### src/verilog/stnpp_pkg.sv
// shared constants, encodings and carrier types of the stn colour pixel pipeline
package stnpp_pkg;

  // ----------------------------------------------------------------
  // register map (byte addresses, one 32-bit word each)
  // ----------------------------------------------------------------
  localparam int ADDR_W = 8;
  localparam logic [ADDR_W-1:0] OFS_CTRL = 8'h00;
  localparam logic [ADDR_W-1:0] OFS_RED_LEVEL_TABLE = 8'h04;
  localparam logic [ADDR_W-1:0] OFS_GREEN_LEVEL_TABLE = 8'h08;
  localparam logic [ADDR_W-1:0] OFS_BLUE_LEVEL_TABLE = 8'h0c;
  localparam logic [ADDR_W-1:0] OFS_STATUS = 8'h10;

  // ----------------------------------------------------------------
  // field positions and reset values
  // ----------------------------------------------------------------
  localparam int CTRL_DISP_LSB = 0;
  localparam int CTRL_DEPTH_LSB = 2;
  localparam int STAT_UNDERRUN_BIT = 0;
  localparam int STAT_UPPER_RDY_BIT = 1;
  localparam int STAT_LOWER_RDY_BIT = 2;
  localparam int STAT_SEQ_LSB = 16;
  localparam logic [31:0] RST_RED_LEVEL_TABLE = 32'h0000_0000;
  localparam logic [31:0] RST_GREEN_LEVEL_TABLE = 32'h0000_0000;
  localparam logic [15:0] RST_BLUE_LEVEL_TABLE = 16'h0000;

  // ----------------------------------------------------------------
  // frame duty control: numerator and denominator per level 15..0
  // ----------------------------------------------------------------
  localparam logic [15:0][2:0] FRC_NUM = {3'h1, 3'h6, 3'h4, 3'h3, 3'h5, 3'h2, 3'h3, 3'h4,
                                          3'h1, 3'h3, 3'h2, 3'h1, 3'h1, 3'h1, 3'h1, 3'h0};
  localparam logic [15:0][2:0] FRC_DEN = {3'h1, 3'h7, 3'h5, 3'h4, 3'h7, 3'h3, 3'h5, 3'h7,
                                          3'h2, 3'h7, 3'h5, 3'h3, 3'h4, 3'h5, 3'h7, 3'h2};
  localparam logic [8:0] FRC_PERIOD = 9'h1a4; // 420 frames, every denominator divides it
  localparam logic [5:0] WORD_BITS = 6'h20;

  // ----------------------------------------------------------------
  // modes
  // ----------------------------------------------------------------
  typedef enum logic [1:0] {DISP_DUAL4 = 2'h0, DISP_SINGLE4 = 2'h1, DISP_SINGLE8 = 2'h2} stnpp_disp_type;
  typedef enum logic [1:0] {DEPTH_MONO = 2'h0, DEPTH_C256 = 2'h1, DEPTH_C4096 = 2'h2} stnpp_depth_type;

  // ----------------------------------------------------------------
  // carriers and state
  // ----------------------------------------------------------------
  typedef struct packed {
    logic [ADDR_W-1:0] addr;
    logic [31:0] wdata;
    logic wr;
    logic rd;
  } stnpp_reg_req_type;

  typedef struct packed {
    logic [31:0] word;
    logic valid;
  } stnpp_word_type;

  typedef struct packed {
    logic [1:0] disp;
    logic [1:0] depth;
  } stnpp_cfg_type;

  typedef logic [7:0][2:0] stnpp_phase_type;

  typedef struct packed {
    logic [31:0] word;  // remaining bits, next item at the top
    logic wvalid;
    logic ready;        // buffer handshake, equals not wvalid while enabled, except lower half low in the first cycle after reset
    logic [5:0] rem;    // bits left in the word
    logic [1:0] sub;    // subpixel within a 256-colour pixel
    logic [7:0] acc;    // serialised bits, oldest at the top of the lane
    logic [3:0] cnt;    // bits collected for the next beat
    logic [2:0] col;    // subpixel column, spreads dither spatially
  } stnpp_half_type;

  typedef struct packed {
    stnpp_cfg_type cfg;
    stnpp_cfg_type cfg_act;
    logic [31:0] red;
    logic [31:0] grn;
    logic [15:0] blu;
    stnpp_phase_type ph;
    logic [8:0] frame_seq;
    stnpp_half_type up;
    stnpp_half_type lo;
    logic [7:0] pdata;
    logic pstrobe;
    logic [31:0] rdata;
    logic underrun;
  } stnpp_state_type;

endpackage

### src/verilog/stnpp_pipeline.sv
// pixel lookup, dither and panel serialiser of the stn colour pixel pipeline
//
// Implementation choices: the placing of the registers and the address-and-strobe port.

// What this block does
// - 256-colour pixel splits into red index 3 bits, green 3 bits, blue 2 bits.
// - each 256-colour index goes through its own level table, red, green or blue.
// - red table holds eight 4-bit levels; index n takes bits 4n+3 down to 4n.
// - green table is laid out exactly like the red one.
// - blue table holds four 4-bit levels picked by the 2-bit blue index.
// - 4096-colour pixel is 12 bits, 4 per colour, dithered and duty controlled.
// - 4096-colour components bypass all tables and act directly as levels.
// - every non-monochrome depth passes the dither stage; monochrome skips it.
// - dither spreads on-frames over time to reduce visible flicker.
// - a level shows by lighting a pixel in a fixed subset of repeating frames.
// - duty follows the fixed level table, e.g. level 14 on in 6 of 7.
// - 4-bit dual scan drives 4 bits per half at once on all eight lines.
// - 4-bit single scan uses only the four low lines; high lines stay unused.
// - 8-bit single scan drives all eight lines with successive line data.
// - colour pixels shift three consecutive subpixel bits red, green, blue.
// - 4096-colour bit order follows the order stored in the video buffer.
// - each word goes out bit 31 first, words in order.
// - single scan uses only the upper buffer; dual scan uses upper and lower.
module stnpp_pipeline (
  // clock, reset and enable
  input wire logic sys_clk,
  input wire logic rst_n,
  input wire logic clk_en,
  // register port
  input wire stnpp_pkg::stnpp_reg_req_type reg_req,
  output logic [31:0] reg_rdata,
  // frame timing from the timing generator
  input wire logic frame_start,
  input wire logic shift_req,
  // pixel words from the upper and lower buffers
  input wire stnpp_pkg::stnpp_word_type upper_in,
  output logic upper_ready,
  input wire stnpp_pkg::stnpp_word_type lower_in,
  output logic lower_ready,
  // panel data
  output logic [7:0] panel_data_lines,
  output logic panel_data_strobe
);
  import stnpp_pkg::*;

  // ----------------------------------------------------------------
  // helper functions
  // ----------------------------------------------------------------

  // small modulo by repeated subtraction, inputs stay below 16 times d
  function automatic logic [5:0] mod_small(logic [5:0] v, logic [2:0] d);
    logic [5:0] r;
    r = v;
    for (int i = 0; i < 16; i++) begin
      if (r >= {3'h0, d}) begin
        r = r - {3'h0, d};
      end
    end
    return r;
  endfunction

  // one 4-bit field of a level table selected by its index
  function automatic logic [3:0] level_field(logic [31:0] table_v, logic [2:0] idx);
    logic [31:0] sh;
    sh = table_v >> {idx, 2'h0};
    return sh[3:0];
  endfunction

  // on or off for a level in this frame at this column
  function automatic logic frc_bit(logic [3:0] lvl, stnpp_phase_type ph, logic [2:0] col);
    logic [2:0] den;
    logic [2:0] num;
    logic [5:0] p;
    logic [8:0] prod;
    den = FRC_DEN[lvl];
    num = FRC_NUM[lvl];
    // frame phase plus column offset staggers neighbours in time
    p = mod_small({3'h0, ph[den]} + {3'h0, col}, den);
    // spread num on-frames evenly over den frames
    prod = {3'h0, p} * {6'h0, num};
    p = mod_small(prod[5:0], den);
    return p < {3'h0, num};
  endfunction

  // one cycle of a buffer half: take a word, make one subpixel bit, hand a beat
  function automatic stnpp_half_type half_step(stnpp_half_type h, stnpp_word_type in_w, logic en,
                                               logic take, stnpp_cfg_type cfg, logic [31:0] red,
                                               logic [31:0] grn, logic [15:0] blu,
                                               stnpp_phase_type ph);
    stnpp_half_type n;
    logic bit_v;
    logic [3:0] lvl;
    logic [5:0] step;
    logic [3:0] lane;
    n = h;
    bit_v = 1'b0;
    lvl = 4'h0;
    step = 6'h0;
    lane = (cfg.disp == DISP_SINGLE8) ? 4'h8 : 4'h4;
    if (take) begin
      n.cnt = 4'h0;
    end
    if (!en) begin
      n = '0;
    end else if (!h.wvalid) begin
      // new word accepted on ready and valid
      if (in_w.valid && h.ready) begin
        n.word = in_w.word;
        n.wvalid = 1'b1;
        n.rem = WORD_BITS;
        n.sub = 2'h0;
      end
    end else if (n.cnt < lane) begin
      // items are taken from the top of the word, bit 31 first
      case (cfg.depth)
        DEPTH_MONO: begin
          bit_v = h.word[31];
          step = 6'h1;
        end
        DEPTH_C4096: begin
          lvl = h.word[31:28];
          step = 6'h4;
        end
        default: begin
          // red 7:5, green 4:2, blue 1:0 of each byte, sent red, green, blue
          case (h.sub)
            2'h0: lvl = level_field(red, h.word[31:29]);
            2'h1: lvl = level_field(grn, h.word[28:26]);
            default: lvl = level_field({16'h0, blu}, {1'b0, h.word[25:24]});
          endcase
          step = (h.sub == 2'h2) ? 6'h8 : 6'h0;
          n.sub = (h.sub == 2'h2) ? 2'h0 : h.sub + 2'h1;
        end
      endcase
      if (cfg.depth != DEPTH_MONO) begin
        bit_v = frc_bit(lvl, ph, h.col);
      end
      n.acc = {h.acc[6:0], bit_v};
      n.cnt = n.cnt + 4'h1;
      n.col = h.col + 3'h1;
      n.word = h.word << step;
      n.rem = h.rem - step;
      if (n.rem == 6'h0) begin
        n.wvalid = 1'b0;
      end
    end
    n.ready = en && !n.wvalid;
    return n;
  endfunction

  // ----------------------------------------------------------------
  // state
  // ----------------------------------------------------------------
  stnpp_state_type state_reg;
  stnpp_state_type state_next;

  // combinational view of the current state
  logic dual;
  logic [3:0] lane;
  logic up_full;
  logic lo_full;
  logic beat_ok;
  logic take;

  assign dual = (state_reg.cfg_act.disp == DISP_DUAL4);
  assign lane = (state_reg.cfg_act.disp == DISP_SINGLE8) ? 4'h8 : 4'h4;
  assign up_full = (state_reg.up.cnt == lane);
  assign lo_full = (state_reg.lo.cnt == lane);
  // a dual scan beat needs both halves at once
  assign beat_ok = up_full && (!dual || lo_full);
  assign take = shift_req && beat_ok;

  // ----------------------------------------------------------------
  // next state
  // ----------------------------------------------------------------
  always_comb begin
    state_next = state_reg;
    state_next.pstrobe = 1'b0;

    // register writes
    if (reg_req.wr) begin
      case (reg_req.addr)
        OFS_CTRL: begin
          state_next.cfg.disp = reg_req.wdata[CTRL_DISP_LSB +: 2];
          state_next.cfg.depth = reg_req.wdata[CTRL_DEPTH_LSB +: 2];
        end
        OFS_RED_LEVEL_TABLE: state_next.red = reg_req.wdata;
        OFS_GREEN_LEVEL_TABLE: state_next.grn = reg_req.wdata;
        OFS_BLUE_LEVEL_TABLE: state_next.blu = reg_req.wdata[15:0];
        OFS_STATUS: begin
          if (reg_req.wdata[STAT_UNDERRUN_BIT]) begin
            state_next.underrun = 1'b0;
          end
        end
        default: state_next.underrun = state_next.underrun;
      endcase
    end

    // register reads, data stand in the following cycle only
    state_next.rdata = 32'h0000_0000;
    if (reg_req.rd) begin
      case (reg_req.addr)
        OFS_CTRL: begin
          state_next.rdata[CTRL_DISP_LSB +: 2] = state_reg.cfg.disp;
          state_next.rdata[CTRL_DEPTH_LSB +: 2] = state_reg.cfg.depth;
        end
        OFS_RED_LEVEL_TABLE: state_next.rdata = state_reg.red;
        OFS_GREEN_LEVEL_TABLE: state_next.rdata = state_reg.grn;
        OFS_BLUE_LEVEL_TABLE: state_next.rdata[15:0] = state_reg.blu;
        OFS_STATUS: begin
          state_next.rdata[STAT_UNDERRUN_BIT] = state_reg.underrun;
          state_next.rdata[STAT_UPPER_RDY_BIT] = up_full;
          state_next.rdata[STAT_LOWER_RDY_BIT] = lo_full;
          state_next.rdata[STAT_SEQ_LSB +: 9] = state_reg.frame_seq;
        end
        default: state_next.rdata = 32'h0000_0000;
      endcase
    end

    // frame boundary: display and depth settings take effect and the sequence advances
    if (frame_start) begin
      state_next.cfg_act = state_reg.cfg;
      state_next.frame_seq = (state_reg.frame_seq == FRC_PERIOD - 9'h1) ? 9'h0 :
                             state_reg.frame_seq + 9'h1;
      for (int d = 1; d < 8; d++) begin
        state_next.ph[d] = (state_reg.ph[d] == 3'(d - 1)) ? 3'h0 : state_reg.ph[d] + 3'h1;
      end
    end

    // both halves work from the display and depth settings of the running frame and the current level tables
    state_next.up = half_step(state_reg.up, upper_in, 1'b1, take, state_reg.cfg_act,
                              state_reg.red, state_reg.grn, state_reg.blu, state_reg.ph);
    state_next.lo = half_step(state_reg.lo, lower_in, dual, take, state_reg.cfg_act,
                              state_reg.red, state_reg.grn, state_reg.blu, state_reg.ph);

    // panel beat: in dual scan upper half on the high lines, lower half on the low lines
    if (take) begin
      state_next.pstrobe = 1'b1;
      case (state_reg.cfg_act.disp)
        DISP_DUAL4: state_next.pdata = {state_reg.up.acc[3:0], state_reg.lo.acc[3:0]};
        DISP_SINGLE4: state_next.pdata = {4'h0, state_reg.up.acc[3:0]};
        default: state_next.pdata = state_reg.up.acc;
      endcase
    end

    // a shift request with no beat ready is an underrun, set beats clear
    if (shift_req && !beat_ok) begin
      state_next.underrun = 1'b1;
    end
  end

  // ----------------------------------------------------------------
  // state register
  // ----------------------------------------------------------------
  always_ff @(posedge sys_clk or negedge rst_n) begin
    if (!rst_n) begin
      state_reg <= '0;
      state_reg.red <= RST_RED_LEVEL_TABLE;
      state_reg.grn <= RST_GREEN_LEVEL_TABLE;
      state_reg.blu <= RST_BLUE_LEVEL_TABLE;
      state_reg.up.ready <= 1'b1;
    end else if (clk_en) begin
      state_reg <= state_next;
    end
  end

  // ----------------------------------------------------------------
  // outputs, all straight from the state register
  // ----------------------------------------------------------------
  assign reg_rdata = state_reg.rdata;
  assign upper_ready = state_reg.up.ready;
  assign lower_ready = state_reg.lo.ready;
  assign panel_data_lines = state_reg.pdata;
  assign panel_data_strobe = state_reg.pstrobe;

endmodule

### config.mk
export PLATFORM = sky130hd
export DESIGN_NAME = stnpp_pipeline
export DESIGN_NICKNAME = d
export VERILOG_FILES = /design/src/verilog/stnpp_pkg.sv /design/src/verilog/stnpp_pipeline.sv
export SDC_FILE = /design/constraint.sdc
export NUM_CORES = 1
export LEC_CHECK = 0
export ABC_AREA = 1
export BUFFER_PORTS_ARGS = -buffer_cell sky130_fd_sc_hd__buf_2
export CAP_MARGIN = 15
export CORE_ASPECT_RATIO = 1.1
export CORE_MARGIN = 1
export CORE_UTILIZATION = 55
export CTS_CLUSTER_DIAMETER = 120
export DETAILED_ROUTE_END_ITERATION = 6
export HOLD_SLACK_MARGIN = 0.08
export PLACE_DENSITY = 0.7
export RECOVER_POWER = 100
export SYNTH_ARGS = -nofsm -noshare
export SYNTH_HDL_FRONTEND = slang
export SYNTH_SLANG_ARGS = --single-unit
### constraint.sdc
create_clock -name sys_clk -period 141.4 [get_ports sys_clk]
set_input_delay 7.07 -clock sys_clk [delete_from_list [all_inputs] [get_ports sys_clk]]
set_output_delay 7.07 -clock sys_clk [all_outputs]
set_load 0.01 [all_outputs]
==> run summary <==
mapped cell area: 32,800 um^2
fraction of layout cells with a size suffix above 1: 14.1%
Final GP Congestion: 1.03
max-cap check violation count: 10
initial drt markers: 2,332
vias in the first global route: 30,700
register area share after synthesis: 20.6%
Worst path slowest cell: clkbuf_1
port buffer count: 155
CTS H-tree lvls: 1
commonest cells after routing, fill and taps aside: nand2_1 (1,104), inv_1 (626), o21ai_0 (530)
Place WS: 89,000 ps
count of different cell masters after synthesis: 88
I/O pin cnt: 156
Root Driver: clkbuf_16
crit path DAT: 54,160 ps
drt wl/cell: 16.1 um
die width: 235 um
final instance area: 34,900 um^2
CTS Buf Count: 28
CTS tree: yes
WP data required: 141,870 ps
measured slew at the worst slew-check pin: 7000 ps
total wire length: 90.8 mm
Core Area: 58,800 um^2
status: finished with violations
Max-slew headroom: -367%
min cycle time layout: 53,690 ps
post-synthesis cell count: 4,813
Synth Area in Compound Gates: 18.8%
CTS hold repair buffers: 0
drt drc: 7
Post-DP HPWL: 69.4 mm
Die ar.: 60,700 um^2
Fin. Hold Viols: 0
drt pass-1 iters: 7
initial antenna violation count: 2
crit-path max cell delay: 1610 ps
Most common cell on crit path: inv_1
Final Cycle Share: 38.0%
Post-Synthesis Mean Instance Area: 6.82 um^2
total track usage: 29.7%
number of vias per cell: 5.63
top_reg_cell synth: dfrtp_1
most common cell after layout, fill and taps aside: nand2_1
initial core utilization: 55.9%
largest family of logic cells by synthesized area: simple AND/OR/NAND/NOR gates
ANT nets after route: 0
Post-Synth Adder-Cell Area: 12.7%
RSZ-0062 raised after global routing: no
failing checks: design-rule violations, max-capacitance violations, max-slew violations
first-pass GRT wire length: 150 mm
fillers: 5,756
Seq cells post-synth: 270
Post-Synth Simple-Gate Area: 33.0%
Placed Area: 34,000 um^2
largest net degree at the start of global routing: 123
CP startpoint kind: flop
mux contribution to synthesized area: 0.0953%
Fmax: 18.6 MHz
Async S/R FF share, synth: 100%
Inst Count DP: 5,589
skew final: 52.6 ps
WS Path Type: flop to flop
final setup TNS: 0 ps
P&R area growth vs syn: 6.27%
total setup buffers inserted after CTS: 0
cell row count: 93
max reg flops: 227
# clock sinks: 270
endpoints failing setup: 0
HP Class: flop to flop
post-cts sizing count: 0
Worst-path clk slew: 70 ps
Synth Area in XOR/XNOR: 3.75%
ANT cells: 0
crit-path max FO: 36
final setup margin: 87,710 ps
via count: 31,800
Max Slew Vio Count: 608
Die H: 258 um
Yosys Warn Count: 0
number of flops mapped to enable cells by yosys: 0
clock tree buffer depth: 3
CP Capture Type: flop
total grt overflow: 0
Synthesized Nets: 5,214
Worst-Skew Late Latency: 600 ps
Total Nets Final: 5,261
Non-Filler Instances: 5,642
-- Yosys cell counts (8+ instances only) --
master,instances,area (um^2)
nand2_1,1105,4150
inv_1,628,2360
o21ai_0,530,2650
nor2_1,275,1030
nand3_1,273,1370
dfrtp_1,269,6730
ha_1,214,2680
a21oi_1,201,1010
clkbuf_1,107,402
xor2_1,102,893
nand3_2,84,841
nand2_2,77,482
fa_1,74,1480
o22ai_1,69,432
nand4_1,60,375
nor2_2,59,369
inv_2,57,214
nor2_4,51,574
or2_2,51,319
buf_4,45,338
xnor2_1,33,289
nand2_4,29,327
o211ai_1,28,210
o21ai_1,27,135
a22oi_1,26,195
a31oi_1,25,156
a211oi_1,24,180
o221ai_1,24,210
nor3_1,22,110
nand3_4,21,368
clkinv_1,20,75.1
nand3b_1,18,135
a22o_1,15,131
o21ai_2,12,105
a221oi_1,10,87.6
or2_1,10,62.6
a21oi_2,9,78.8
inv_4,8,50.1
-- through the flow --
stage | utilization [%] | hold WS (ps)
finish | 59.4 | 483
global route | 59.4 | 501
CTS | 59.6 | 487
detailed placement | 57.9 | 470
global placement | 57.9 | 465
floorplan | - | 448
-- cell type report --
class	count	area [um^2]	share of cell area, %
Clock buffer	30	728	2.09
Clock inverter	22	280	0.803
Inverter	722	2780	7.97
Multi-Input combinational cell	3652	22500	64.5
Sequential cell	270	6760	19.4
Tap cell	760	951	2.73
Timing Repair Buffer	186	900	2.58
-- critical path: cells and delay by family, from the launching register on --
family          cells  cell delay (ps)
fa+ha+maj          39            15770
buf+inv            71             8810
flops               1             1030
simple gates      135            18310
xor+xnor            1              330
compound gates     61             9090
-- logic make-up (layout without fill, tap and decap cells) --
kind of cell,after synthesis,count (layout)
AND/OR/NAND/NOR,2163,2163
multiplexers,3,3
buffers and inverters,891,960
AO/OA/AOI/OAI,1060,1060
adder cells (fa/ha/maj),288,288
XOR/XNOR,138,138
flip-flops,270,270
-- final timing paths --
kind / start / slack [ps] / endpoint / depth (start not counted)
max reg2reg: state_reg[150]$_DFFE_PN0P_ / 87710 / state_reg[106]$_DFFE_PN0P_ / 307
max: state_reg[150]$_DFFE_PN0P_ / 87710 / state_reg[106]$_DFFE_PN0P_ / 307
max in group asynchronous: rst_n / 126290 / state_reg[114]$_DFFE_PN0P_ / 2
min: reg_rdata[1]$_DFFE_PN0P_ / 480 / reg_rdata[1]$_DFFE_PN0P_ / 2
min in group asynchronous: rst_n / 9130 / state_reg[196]$_DFFE_PN0P_ / 1
min reg2reg: reg_rdata[1]$_DFFE_PN0P_ / 480 / reg_rdata[1]$_DFFE_PN0P_ / 2
-- metal layers --
layer	vias up	GRT usage [%]	share of wire (%)
li1	16000	-	-
met1	14600	36.7	41
met2	981	53.3	49
met3	228	2.81	5.8
met4	2	11.6	3.8
met5	-	0	0.0077
Power is not shown: default switching activity piles up to over one toggle a cycle in this logic, so the estimate is an artifact.
